`config.mk`:
```
export PLATFORM = sky130hd
export DESIGN_NAME = dpa_port_ctrl
export DESIGN_NICKNAME = d
export VERILOG_FILES = /design/src/dpa_pkg.sv /design/src/dpa_timer.sv /design/src/dpa_port_ctrl.sv
export SDC_FILE = /design/constraint.sdc
export NUM_CORES = 1
export LEC_CHECK = 0
export ABC_AREA = 0
export BUFFER_PORTS_ARGS = -buffer_cell sky130_fd_sc_hd__buf_4
export CAP_MARGIN = 20
export CORE_MARGIN = 10
export CORE_UTILIZATION = 51
export CTS_CLUSTER_DIAMETER = 50
export DETAILED_ROUTE_END_ITERATION = 12
export PLACE_DENSITY = 0.81
export SLEW_MARGIN = 20
export SYNTH_ARGS = -nofsm -noshare
export SYNTH_HDL_FRONTEND = slang
export SYNTH_SLANG_ARGS = --single-unit
```
`constraint.sdc`:
```
create_clock -name clk -period 2.4 [get_ports clk]
set_input_delay 0.36 -clock clk [delete_from_list [all_inputs] [get_ports clk]]
set_output_delay 0.36 -clock clk [all_outputs]
set_load 0.01 [all_outputs]
```
`src/dpa_pkg.sv`:
```
// shared constants for the dual-port ram port controller
package dpa_pkg;

   // controller clock rate, 50 ns period
   localparam int CLK_MHZ = 20;

   // pin and word widths of one port, and the timer width
   localparam int ADDR_W = 15;
   localparam int DATA_W = 16;
   localparam int TIMER_W = 8;

   // timing figures in ns
   localparam int SETTLE_NS = 20;        // flag_delay_from_match / flag_delay_from_select, max
   localparam int ACCESS_NS = 20;        // read access after the later enable, max
   localparam int WRITE_PULSE_NS = 20;   // low time of the write strobe, min
   localparam int RECOVERY_NS = 10;      // semaphore_recovery_time, min
   localparam int FLOWTHROUGH_NS = 30;   // flowthrough_delay seen by the far port, min

   // figures in clock cycles, least times rounded up, never below one cycle
   localparam logic [TIMER_W-1:0] SETTLE_CYC =
      TIMER_W'(((SETTLE_NS * CLK_MHZ + 999) / 1000) < 1 ? 1 : ((SETTLE_NS * CLK_MHZ + 999) / 1000));
   localparam logic [TIMER_W-1:0] ACCESS_CYC =
      TIMER_W'(((ACCESS_NS * CLK_MHZ + 999) / 1000) < 1 ? 1 : ((ACCESS_NS * CLK_MHZ + 999) / 1000));
   localparam logic [TIMER_W-1:0] PULSE_CYC =
      TIMER_W'(((WRITE_PULSE_NS * CLK_MHZ + 999) / 1000) < 1 ? 1
               : ((WRITE_PULSE_NS * CLK_MHZ + 999) / 1000));
   localparam logic [TIMER_W-1:0] RECOVERY_CYC =
      TIMER_W'(((RECOVERY_NS * CLK_MHZ + 999) / 1000) < 1 ? 1
               : ((RECOVERY_NS * CLK_MHZ + 999) / 1000));
   localparam logic [TIMER_W-1:0] FLOW_CYC =
      TIMER_W'(((FLOWTHROUGH_NS * CLK_MHZ + 999) / 1000) < 1 ? 1
               : ((FLOWTHROUGH_NS * CLK_MHZ + 999) / 1000));
   // after a write the longer of the two waits applies
   localparam logic [TIMER_W-1:0] AFTER_WRITE_CYC =
      (FLOW_CYC > RECOVERY_CYC) ? FLOW_CYC : RECOVERY_CYC;

   // semaphore latch number sits in the three low address bits
   localparam int SEM_SEL_W = 3;
   // data bit carrying the semaphore value
   localparam int SEM_BIT = 0;

   // controller states
   typedef enum logic [2:0] {
      DPA_IDLE,
      DPA_WAIT_READ,
      DPA_SETTLE,
      DPA_PULSE,
      DPA_RECOVER
   } dpa_state_t;

endpackage

```
`src/dpa_timer.sv`:
```
`timescale 1ns/10ps
// down counter used for every timed phase of a port access
module dpa_timer #(
   parameter int WIDTH = dpa_pkg::TIMER_W
) (
   input wire logic clk,
   input wire logic rst,
   input wire logic load,
   input wire logic [WIDTH-1:0] load_value,
   output logic expired
);
   import dpa_pkg::*;

   // whole state of the timer
   typedef struct packed {
      logic [WIDTH-1:0] count;
   } dpa_timer_t;

   dpa_timer_t cur;
   dpa_timer_t next_cur;

   // load wins over counting; holds at zero
   always_comb begin
      next_cur = cur;
      if (load) begin
         next_cur.count = load_value;
      end else if (cur.count != '0) begin
         next_cur.count = cur.count - WIDTH'(1);
      end
   end

   // single register stage
   always_ff @(posedge clk or posedge rst) begin
      if (rst) begin
         cur <= '0;
      end else begin
         cur <= next_cur;
      end
   end

   // zero means the loaded number of edges has passed
   assign expired = (cur.count == '0);
endmodule

```
`src/dpa_port_ctrl.sv`:
```
`timescale 1ns/10ps
module dpa_port_ctrl #(
   parameter int AW = dpa_pkg::ADDR_W,
   parameter int DW = dpa_pkg::DATA_W
) (
   input wire logic clk,
   input wire logic rst,
   // user command side
   input wire logic cmd_valid,
   input wire logic cmd_write,
   input wire logic cmd_sem,
   input wire logic [AW-1:0] cmd_addr,
   input wire logic [DW-1:0] cmd_wdata,
   input wire logic cmd_upper,
   input wire logic cmd_lower,
   output logic cmd_ready,
   output logic rsp_done,
   output logic [DW-1:0] rsp_rdata,
   output logic rsp_sem_granted,
   // device pins of one port
   output logic [AW-1:0] ram_addr,
   output logic port_select_n,
   output logic read_write_n,
   output logic output_enable_n,
   output logic semaphore_select_n,
   output logic upper_lane_n,
   output logic lower_lane_n,
   output logic [DW-1:0] data_out,
   output logic data_oe,
   input wire logic [DW-1:0] data_in,
   input wire logic busy_n
);
   import dpa_pkg::*;

   // whole controller state; every output pin is one of these fields
   typedef struct packed {
      dpa_state_t st;          // sequencer state
      logic is_write;          // latched command kind
      logic is_sem;            // semaphore rather than array
      logic [AW-1:0] addr;     // address pins
      logic sel_n;             // array port select
      logic rw_n;              // read/write strobe
      logic oe_n;              // output drive enable
      logic sem_n;             // semaphore select
      logic ub_n;              // upper lane select
      logic lb_n;              // lower lane select
      logic [DW-1:0] dout;     // write data pins
      logic doe;               // write data drive
      logic ready;             // accepting a command
      logic done;              // one-cycle completion
      logic [DW-1:0] rdata;    // captured read word
      logic granted;           // semaphore read showed zero
   } dpa_ctrl_t;

   dpa_ctrl_t cur;
   dpa_ctrl_t next_cur;

   // timer handshake
   logic tmr_load;
   logic [TIMER_W-1:0] tmr_value;
   logic tmr_done;

   // one timer shared by all phases, they never overlap
   dpa_timer #(
      .WIDTH(TIMER_W)
   ) u_timer (
      .clk(clk),
      .rst(rst),
      .load(tmr_load),
      .load_value(tmr_value),
      .expired(tmr_done)
   );

   // next-state logic of the access sequencer
   always_comb begin
      next_cur = cur;
      tmr_load = 1'b0;
      tmr_value = '0;
      next_cur.done = 1'b0;
      case (cur.st)
         // take a command and open the access
         DPA_IDLE: begin
            if (cmd_valid) begin
               next_cur.ready = 1'b0;
               next_cur.is_write = cmd_write;
               next_cur.is_sem = cmd_sem;
               next_cur.addr = cmd_addr;
               next_cur.rw_n = 1'b1;
               if (cmd_sem) begin
                  // port select stays high, lanes stay high
                  next_cur.sem_n = 1'b0;
                  next_cur.sel_n = 1'b1;
                  next_cur.ub_n = 1'b1;
                  next_cur.lb_n = 1'b1;
                  // only bit zero matters; rest driven as one
                  next_cur.dout = {DW{1'b1}};
                  next_cur.dout[SEM_BIT] = cmd_wdata[SEM_BIT];
               end else begin
                  next_cur.sel_n = 1'b0;
                  next_cur.ub_n = ~cmd_upper;
                  next_cur.lb_n = ~cmd_lower;
                  next_cur.dout = cmd_wdata;
               end
               tmr_load = 1'b1;
               if (cmd_write) begin
                  // writes first let the busy flag settle
                  next_cur.oe_n = 1'b1;
                  tmr_value = SETTLE_CYC;
                  next_cur.st = DPA_SETTLE;
               end else begin
                  // read: select and enable together
                  next_cur.oe_n = 1'b0;
                  tmr_value = ACCESS_CYC;
                  next_cur.st = DPA_WAIT_READ;
               end
            end
         end
         // hold select and enable for the access time, then sample
         DPA_WAIT_READ: begin
            if (tmr_done) begin
               next_cur.rdata = data_in;
               next_cur.granted = ~data_in[SEM_BIT];
               next_cur.sel_n = 1'b1;
               next_cur.sem_n = 1'b1;
               next_cur.oe_n = 1'b1;
               next_cur.ub_n = 1'b1;
               next_cur.lb_n = 1'b1;
               tmr_load = 1'b1;
               tmr_value = RECOVERY_CYC;
               next_cur.st = DPA_RECOVER;
            end
         end
         // no strobe while the arbiter may still flip busy; wait out contention
         DPA_SETTLE: begin
            if (tmr_done && (busy_n || cur.is_sem)) begin
               // strobe low inside the select window
               next_cur.rw_n = 1'b0;
               next_cur.doe = 1'b1;
               tmr_load = 1'b1;
               tmr_value = PULSE_CYC;
               next_cur.st = DPA_PULSE;
            end
         end
         // end of write: strobe, select and data release on one edge
         DPA_PULSE: begin
            if (tmr_done) begin
               next_cur.rw_n = 1'b1;
               next_cur.doe = 1'b0;
               next_cur.sel_n = 1'b1;
               next_cur.sem_n = 1'b1;
               next_cur.ub_n = 1'b1;
               next_cur.lb_n = 1'b1;
               tmr_load = 1'b1;
               // covers both recovery and far-port flowthrough
               tmr_value = AFTER_WRITE_CYC;
               next_cur.st = DPA_RECOVER;
            end
         end
         // all pins idle; next access cannot start before this ends
         DPA_RECOVER: begin
            if (tmr_done) begin
               next_cur.done = 1'b1;
               next_cur.ready = 1'b1;
               next_cur.st = DPA_IDLE;
            end
         end
         default: begin
            next_cur.st = DPA_IDLE;
            next_cur.ready = 1'b1;
         end
      endcase
   end

   // single register of the whole state; pins rest deselected
   always_ff @(posedge clk or posedge rst) begin
      if (rst) begin
         cur <= '0;
         cur.st <= DPA_IDLE;
         cur.sel_n <= 1'b1;
         cur.rw_n <= 1'b1;
         cur.oe_n <= 1'b1;
         cur.sem_n <= 1'b1;
         cur.ub_n <= 1'b1;
         cur.lb_n <= 1'b1;
         cur.ready <= 1'b1;
      end else begin
         cur <= next_cur;
      end
   end

   // outputs straight from the state register
   assign cmd_ready = cur.ready;
   assign rsp_done = cur.done;
   assign rsp_rdata = cur.rdata;
   assign rsp_sem_granted = cur.granted;
   assign ram_addr = cur.addr;
   assign port_select_n = cur.sel_n;
   assign read_write_n = cur.rw_n;
   assign output_enable_n = cur.oe_n;
   assign semaphore_select_n = cur.sem_n;
   assign upper_lane_n = cur.ub_n;
   assign lower_lane_n = cur.lb_n;
   assign data_out = cur.dout;
   assign data_oe = cur.doe;
endmodule

```
==> impl_metrics.toml, run 1 <==
[drt]
dr.pass1.iters = 4
drc = 0
drt_first_iter_violations = 141
ant_nets = 0
wl_per_cell_um = 16.7
routed_via_density = 5.19
vias = 2484
drt_wl_total_mm = 7.98

[die]
die_area_mm2 = 0.0103
die_height_um = 101
initial_core_util_pct = 52.9
io_pins = 112
die_width_um = 101
core-area_mm2 = 0.00639
num_rows = 29

[cells_and_area]
design_area_mm2 = 0.00408
finish.utilization_pct = 63.9
fill_cells = 535
register_area_mm2 = 0.00174
diodes = 0
nets = 454
final_cell_mix = "buf_4 (116), nand2_1 (88), dfrtp_1 (62)"
syn2layout_area_growth_pct = 20.9
stdcell_count = 479
drive_gt1_share_pct = 42.3
final_common_cell = "buf_4"
multiInputGateArea_mm2 = 0.00117

[place]
dp_hpwl_mm = 5.89
dp.cells = 463
gp_congestion = 0.809
numPortBuffers = 111
place_area_mm2 = 0.00391

[global_route]
grt_overflow = 0
grt_pass1_wl_mm = 12.5
grt_pass1_vias = 2445
grt_max_degree = 45
antenna_found_initial = 0
grtUsageTotal_pct = 15.2

[clock_network]
cts_tree = "done"
numCtsBuffers = 9
cts_sinks = 69
cts_buffer_depth = 2
post_cts_buffers = 0
ctsHoldBuffers = 0
clk_latency_ns = 0.34
ctsHtreeMaxLevel = 3
root_buffer = "clkbuf_8"
cts.repair.resized = 0
clk_pin_slew_ns = 0.08

[setup_path]
start_kind = "register"
cp-end-kind = "register"
r2r_start = "u_timer.cur[0]"
critPathMaxFanout = 10
worstSetupPathType = "reg -> reg"
crit_arrival_ns = 2.34
cp.required_ns = 2.59
crit_start = "u_timer.cur[0]"

[synthesis]
syn_nets = 390
ys.flop_type = "dfrtp_1"
yosysUniqueCellTypes = 44
synth_cells = 333
yosysWarnings = 0
synth_area_mm2 = 0.00338
seq_area_frac_synth_pct = 51.4
synth_edf_count = 0
synth-seq-cells = 69
avgSynthCellArea_um2 = 10.1
synthArstFlopShare_pct = 100

[pwr]
p_per_area_mw_per_mm2 = 1230
power_mw = 5.03
total_leakage_power_nw = 2.05
vdd_drop_max_mv = 0.627

[sta]
finalCriticalPeriod_ns = 2.15
slew_headroom_pct = 57.1
final-hold-violation-count = 0
rsz0062_at_grt = "false"
fin_setup_tns_ns = 0
period_share_pct = 89.7
max_freq_mhz = 464
tightest_slew_ns = 0.640
setup_viol = 0
clock_skew_ns = 0.00696
slew_violations = 0

[hold_path]
hold_class = "in -> async"

[job]
cap_violations = 0

[run_status]
outcome = "complete, no violations"
-- power breakdown --
part           leakage, nW  internal (mW)  switching (mW)  total (mW)
combinational         1.13           1.06            1.02        2.08
sequential           0.826           1.73           0.391        2.12
clock               0.0889          0.396           0.439       0.835
-- critical path: stages, from the launching register on --
cell	delay [ns]
dfrtp_1	0.39
inv_1	0.11
ha_1	0.17
or3b_2	0.57
a2111oi_4	0.62
a2111oi_0	0.14
-- final timing paths --
| check | end | slack [ns] | cells past startpoint |
|---|---|---|---|
| max reg2reg | u_timer.cur[1] | 0.25 | 5 |
| min | rsp_rdata[7] | 0.06 | 2 |
| min in group clk | rsp_sem_granted | 0.19 | 2 |
| max in group asynchronous | read_write_n | 1.66 | 3 |
| min reg2reg | data_out[15] | 0.47 | 2 |
| max | u_timer.cur[1] | 0.25 | 5 |
-- per-layer routing --
metal / part of all wire [%] / up-vias / global-route usage, % / routed length (um)
li1: - / 1205 / - / -
met1: 40 / 1192 / 18.0 / 3170
met2: 51 / 78 / 24.3 / 4050
met3: 8.1 / 9 / 6.06 / 649
met4: 1.4 / 0 / 5.89 / 113
met5: 0 / - / 0 / 0
-- registers in the layout, indices dropped and copies added, names as in the netlist, 4 cells and up --
name         cells
cur              4
data_out        16
ram_addr        15
rsp_rdata       16
u_timer.cur      8
-- final cells by class --
type,count,area share (%)
Clock buffer,11,3.46
Clock inverter,5,0.674
Inverter,6,0.552
Multi-Input combinational cell,194,28.6
Sequential cell,69,42.5
Tap cell,77,2.36
Timing Repair Buffer,117,21.8
-- cell families (layout without fill, tap and decap cells) --
| logic type | after synthesis | after routing | synth area share, % |
|---|---|---|---|
| mux | 17 | 17 | 5.63 |
| flops | 69 | 69 | 51.4 |
| simple gates | 124 | 124 | 17.7 |
| compound gates | 51 | 51 | 10.3 |
| fa+ha+maj | 2 | 2 | 0.741 |
| buf+inv | 70 | 139 | 14.3 |
-- synthesized netlist by cell type, types with 5 or more instances --
library cell   n  area [um2]
dfstp_2        7         184
buf_6          5        56.3
inv_1          6        22.5
nand2_1       88         330
clkbuf_1      10        37.5
buf_4         48         360
mux2_2        16         180
a21oi_1        5        25.0
a211oi_1       7        52.6
dfrtp_1       62        1550
nor2_1         8        30.0
o21ai_0       24         120
-- per-stage QoR --
step,hold slack [ns],worst slack [ns]
2_1_floorplan,0.440,0.312
3_3_place_gp,0.444,0.343
4_1_cts,0.0678,0.270
6_report,0.0642,0.246
3_5_place_dp,0.448,0.280
5_1_grt,0.0957,0.0988
Power figures use the tool's default switching activity.
==> run 2: changes to the inputs <==
--- a/config.mk
+++ b/config.mk
@@ -9,10 +9,11 @@
 export BUFFER_PORTS_ARGS = -buffer_cell sky130_fd_sc_hd__buf_4
 export CAP_MARGIN = 20
 export CORE_MARGIN = 10
-export CORE_UTILIZATION = 51
+export CORE_UTILIZATION = 54
 export CTS_CLUSTER_DIAMETER = 50
 export DETAILED_ROUTE_END_ITERATION = 12
-export PLACE_DENSITY = 0.81
+export GPL_TIMING_DRIVEN = 0
+export PLACE_DENSITY = 0.85
 export SLEW_MARGIN = 20
 export SYNTH_ARGS = -nofsm -noshare
 export SYNTH_HDL_FRONTEND = slang
==> constraint.sdc (replaced) <==
create_clock -name clk -period 2.7 [get_ports clk]
set_input_delay 0.405 -clock clk [delete_from_list [all_inputs] [get_ports clk]]
set_output_delay 0.405 -clock clk [all_outputs]
set_load 0.01 [all_outputs]
==> impl_metrics.toml, run 2 (synthesis results as in run 1) <==
[clock_network]
clk_pin_slew_ns = 0.08
clk_latency_ns = 0.35
numCtsBuffers = 9
root_buffer = "clkbuf_8"
ctsHtreeMaxLevel = 3
cts_tree = "done"
cts_sinks = 69
post_cts_buffers = 0
cts_buffer_depth = 2
cts.repair.resized = 0
ctsHoldBuffers = 0

[cells_and_area]
diodes = 0
drive_gt1_share_pct = 47.5
final_common_cell = "buf_4"
fill_cells = 411
nets = 511
stdcell_count = 534
syn2layout_area_growth_pct = 33.6
final_cell_mix = "buf_4 (157), nand2_1 (88), dfrtp_1 (62)"
finish.utilization_pct = 75.3

[drt]
drt_wl_total_mm = 8.53
ant_nets = 0
drc = 0
wl_per_cell_um = 16.0
routed_via_density = 5.09
vias = 2716
drt_first_iter_violations = 132
dr.pass1.iters = 4

[sta]
tightest_slew_ns = 0.878
rsz0062_at_grt = "false"
max_freq_mhz = 416
slew_violations = 0
finalCriticalPeriod_ns = 2.40
clock_skew_ns = 0.0115
period_share_pct = 89.0
slew_headroom_pct = 41.3
setup_viol = 0
final-hold-violation-count = 0

[setup_path]
crit_start = "u_timer.cur[0]"
r2r_start = "u_timer.cur[0]"
start_kind = "register"
critPathMaxFanout = 10
path_buf_inv = 2
crit_slowest_cell = "nor3b_2"
cp.required_ns = 2.93
crit_arrival_ns = 2.63
crit_chain = "inv_1 -> ha_1 -> nor3b_2 -> nand4_2 -> buf_2 -> mux2_2"
cp-end-kind = "register"
worstSetupPathType = "reg -> reg"
critPathMaxStageDelay_ns = 0.60
cpLargestDelayFamily = "simple AND/OR/NAND/NOR gates"

[place]
dp_hpwl_mm = 6.44
gp_congestion = 0.916
numPortBuffers = 109
dp.cells = 518

[hold_path]
hold_class = "in -> async"

[pwr]
vdd_drop_max_mv = 0.672
p_per_area_mw_per_mm2 = 1130
total_leakage_power_nw = 2.31
power_mw = 5.10

[global_route]
grt_max_degree = 42
antenna_found_initial = 0
grt_overflow = 0
grt_pass1_vias = 2702
grtUsageTotal_pct = 17.1
grt_pass1_wl_mm = 13.6

[die]
core-area_mm2 = 0.00599
die_width_um = 99.1
io_pins = 112
die_height_um = 99.1
num_rows = 28
die_area_mm2 = 0.00982
initial_core_util_pct = 56.4

[job]
cap_violations = 0

[run_status]
outcome = "complete, no violations"
[run 2: cell count changes in the layout (fill, tap and decap cells not counted), sizes merged]
cell      delta
bufinv       +1
clkinv       +1
clkinvlp     -1
clkbuf       +9
buf         +47
[run 2: power breakdown]
part	leakage (nW)	internal (mW)	total (mW)	switching (mW)
registers	0.826	1.53	1.83	0.299
clock network	0.106	0.450	0.846	0.396
logic	1.37	1.36	2.42	1.06
total	2.31	3.34	5.10	1.76
[run 2: area by class of cell]
cell class | count | area, um2 | share of cell area (%)
flip-flops and latches | 69 | 1740 | 38.5
multi-input cells | 194 | 1160 | 25.7
repair buffers | 110 | 838 | 18.6
plain buffers | 64 | 459 | 10.2
clock buffers | 10 | 138 | 3.05
well taps | 75 | 93.8 | 2.08
clock inverters | 6 | 62.6 | 1.39
inverters | 6 | 25.0 | 0.555
[run 2: path summary, 6_finish.rpt]
check | to | slack (ns) | cells after the start
max in group asynchronous | upper_lane_n | 2.06 | 3
max | rsp_rdata[14] | 0.30 | 6
min | data_out[9] | 0.04 | 2
min reg2reg | data_out[5] | 0.47 | 2
max reg2reg | rsp_rdata[14] | 0.30 | 6
min in group clk | ram_addr[12] | 0.24 | 3
[run 2: per-stage QoR]
| step | TNS [ns] | setup slack, ns | hold slack [ns] | area (um2) |
|---|---|---|---|---|
| floorplan | 0 | 0.567 | 0.440 | 3380 |
| finish | 0 | 0.296 | 0.0374 | 4510 |
| CTS | 0 | 0.289 | 0.0449 | 4510 |
| global placement | -16.87 | -0.275 | 0.451 | 4290 |
| global route | 0 | 0.0619 | 0.0522 | 4510 |
| detailed placement | 0 | 0.305 | 0.420 | 4310 |
[run 2: worst register-to-register path, stage by stage, from the launching register on]
cell	delay, ns
dfrtp_1	0.39
inv_1	0.11
ha_1	0.19
nor3b_2	0.60
nand4_2	0.38
buf_2	0.32
mux2_2	0.30
[run 2: metal layers]
layer / global-route usage [%] / wire length, um / up-vias
met4: 7.83 / 214 / 0
met1: 20.3 / 3410 / 1283
li1: - / - / 1316
met5: 0 / 0 / -
met2: 27.5 / 4270 / 102
met3: 5.52 / 629 / 15
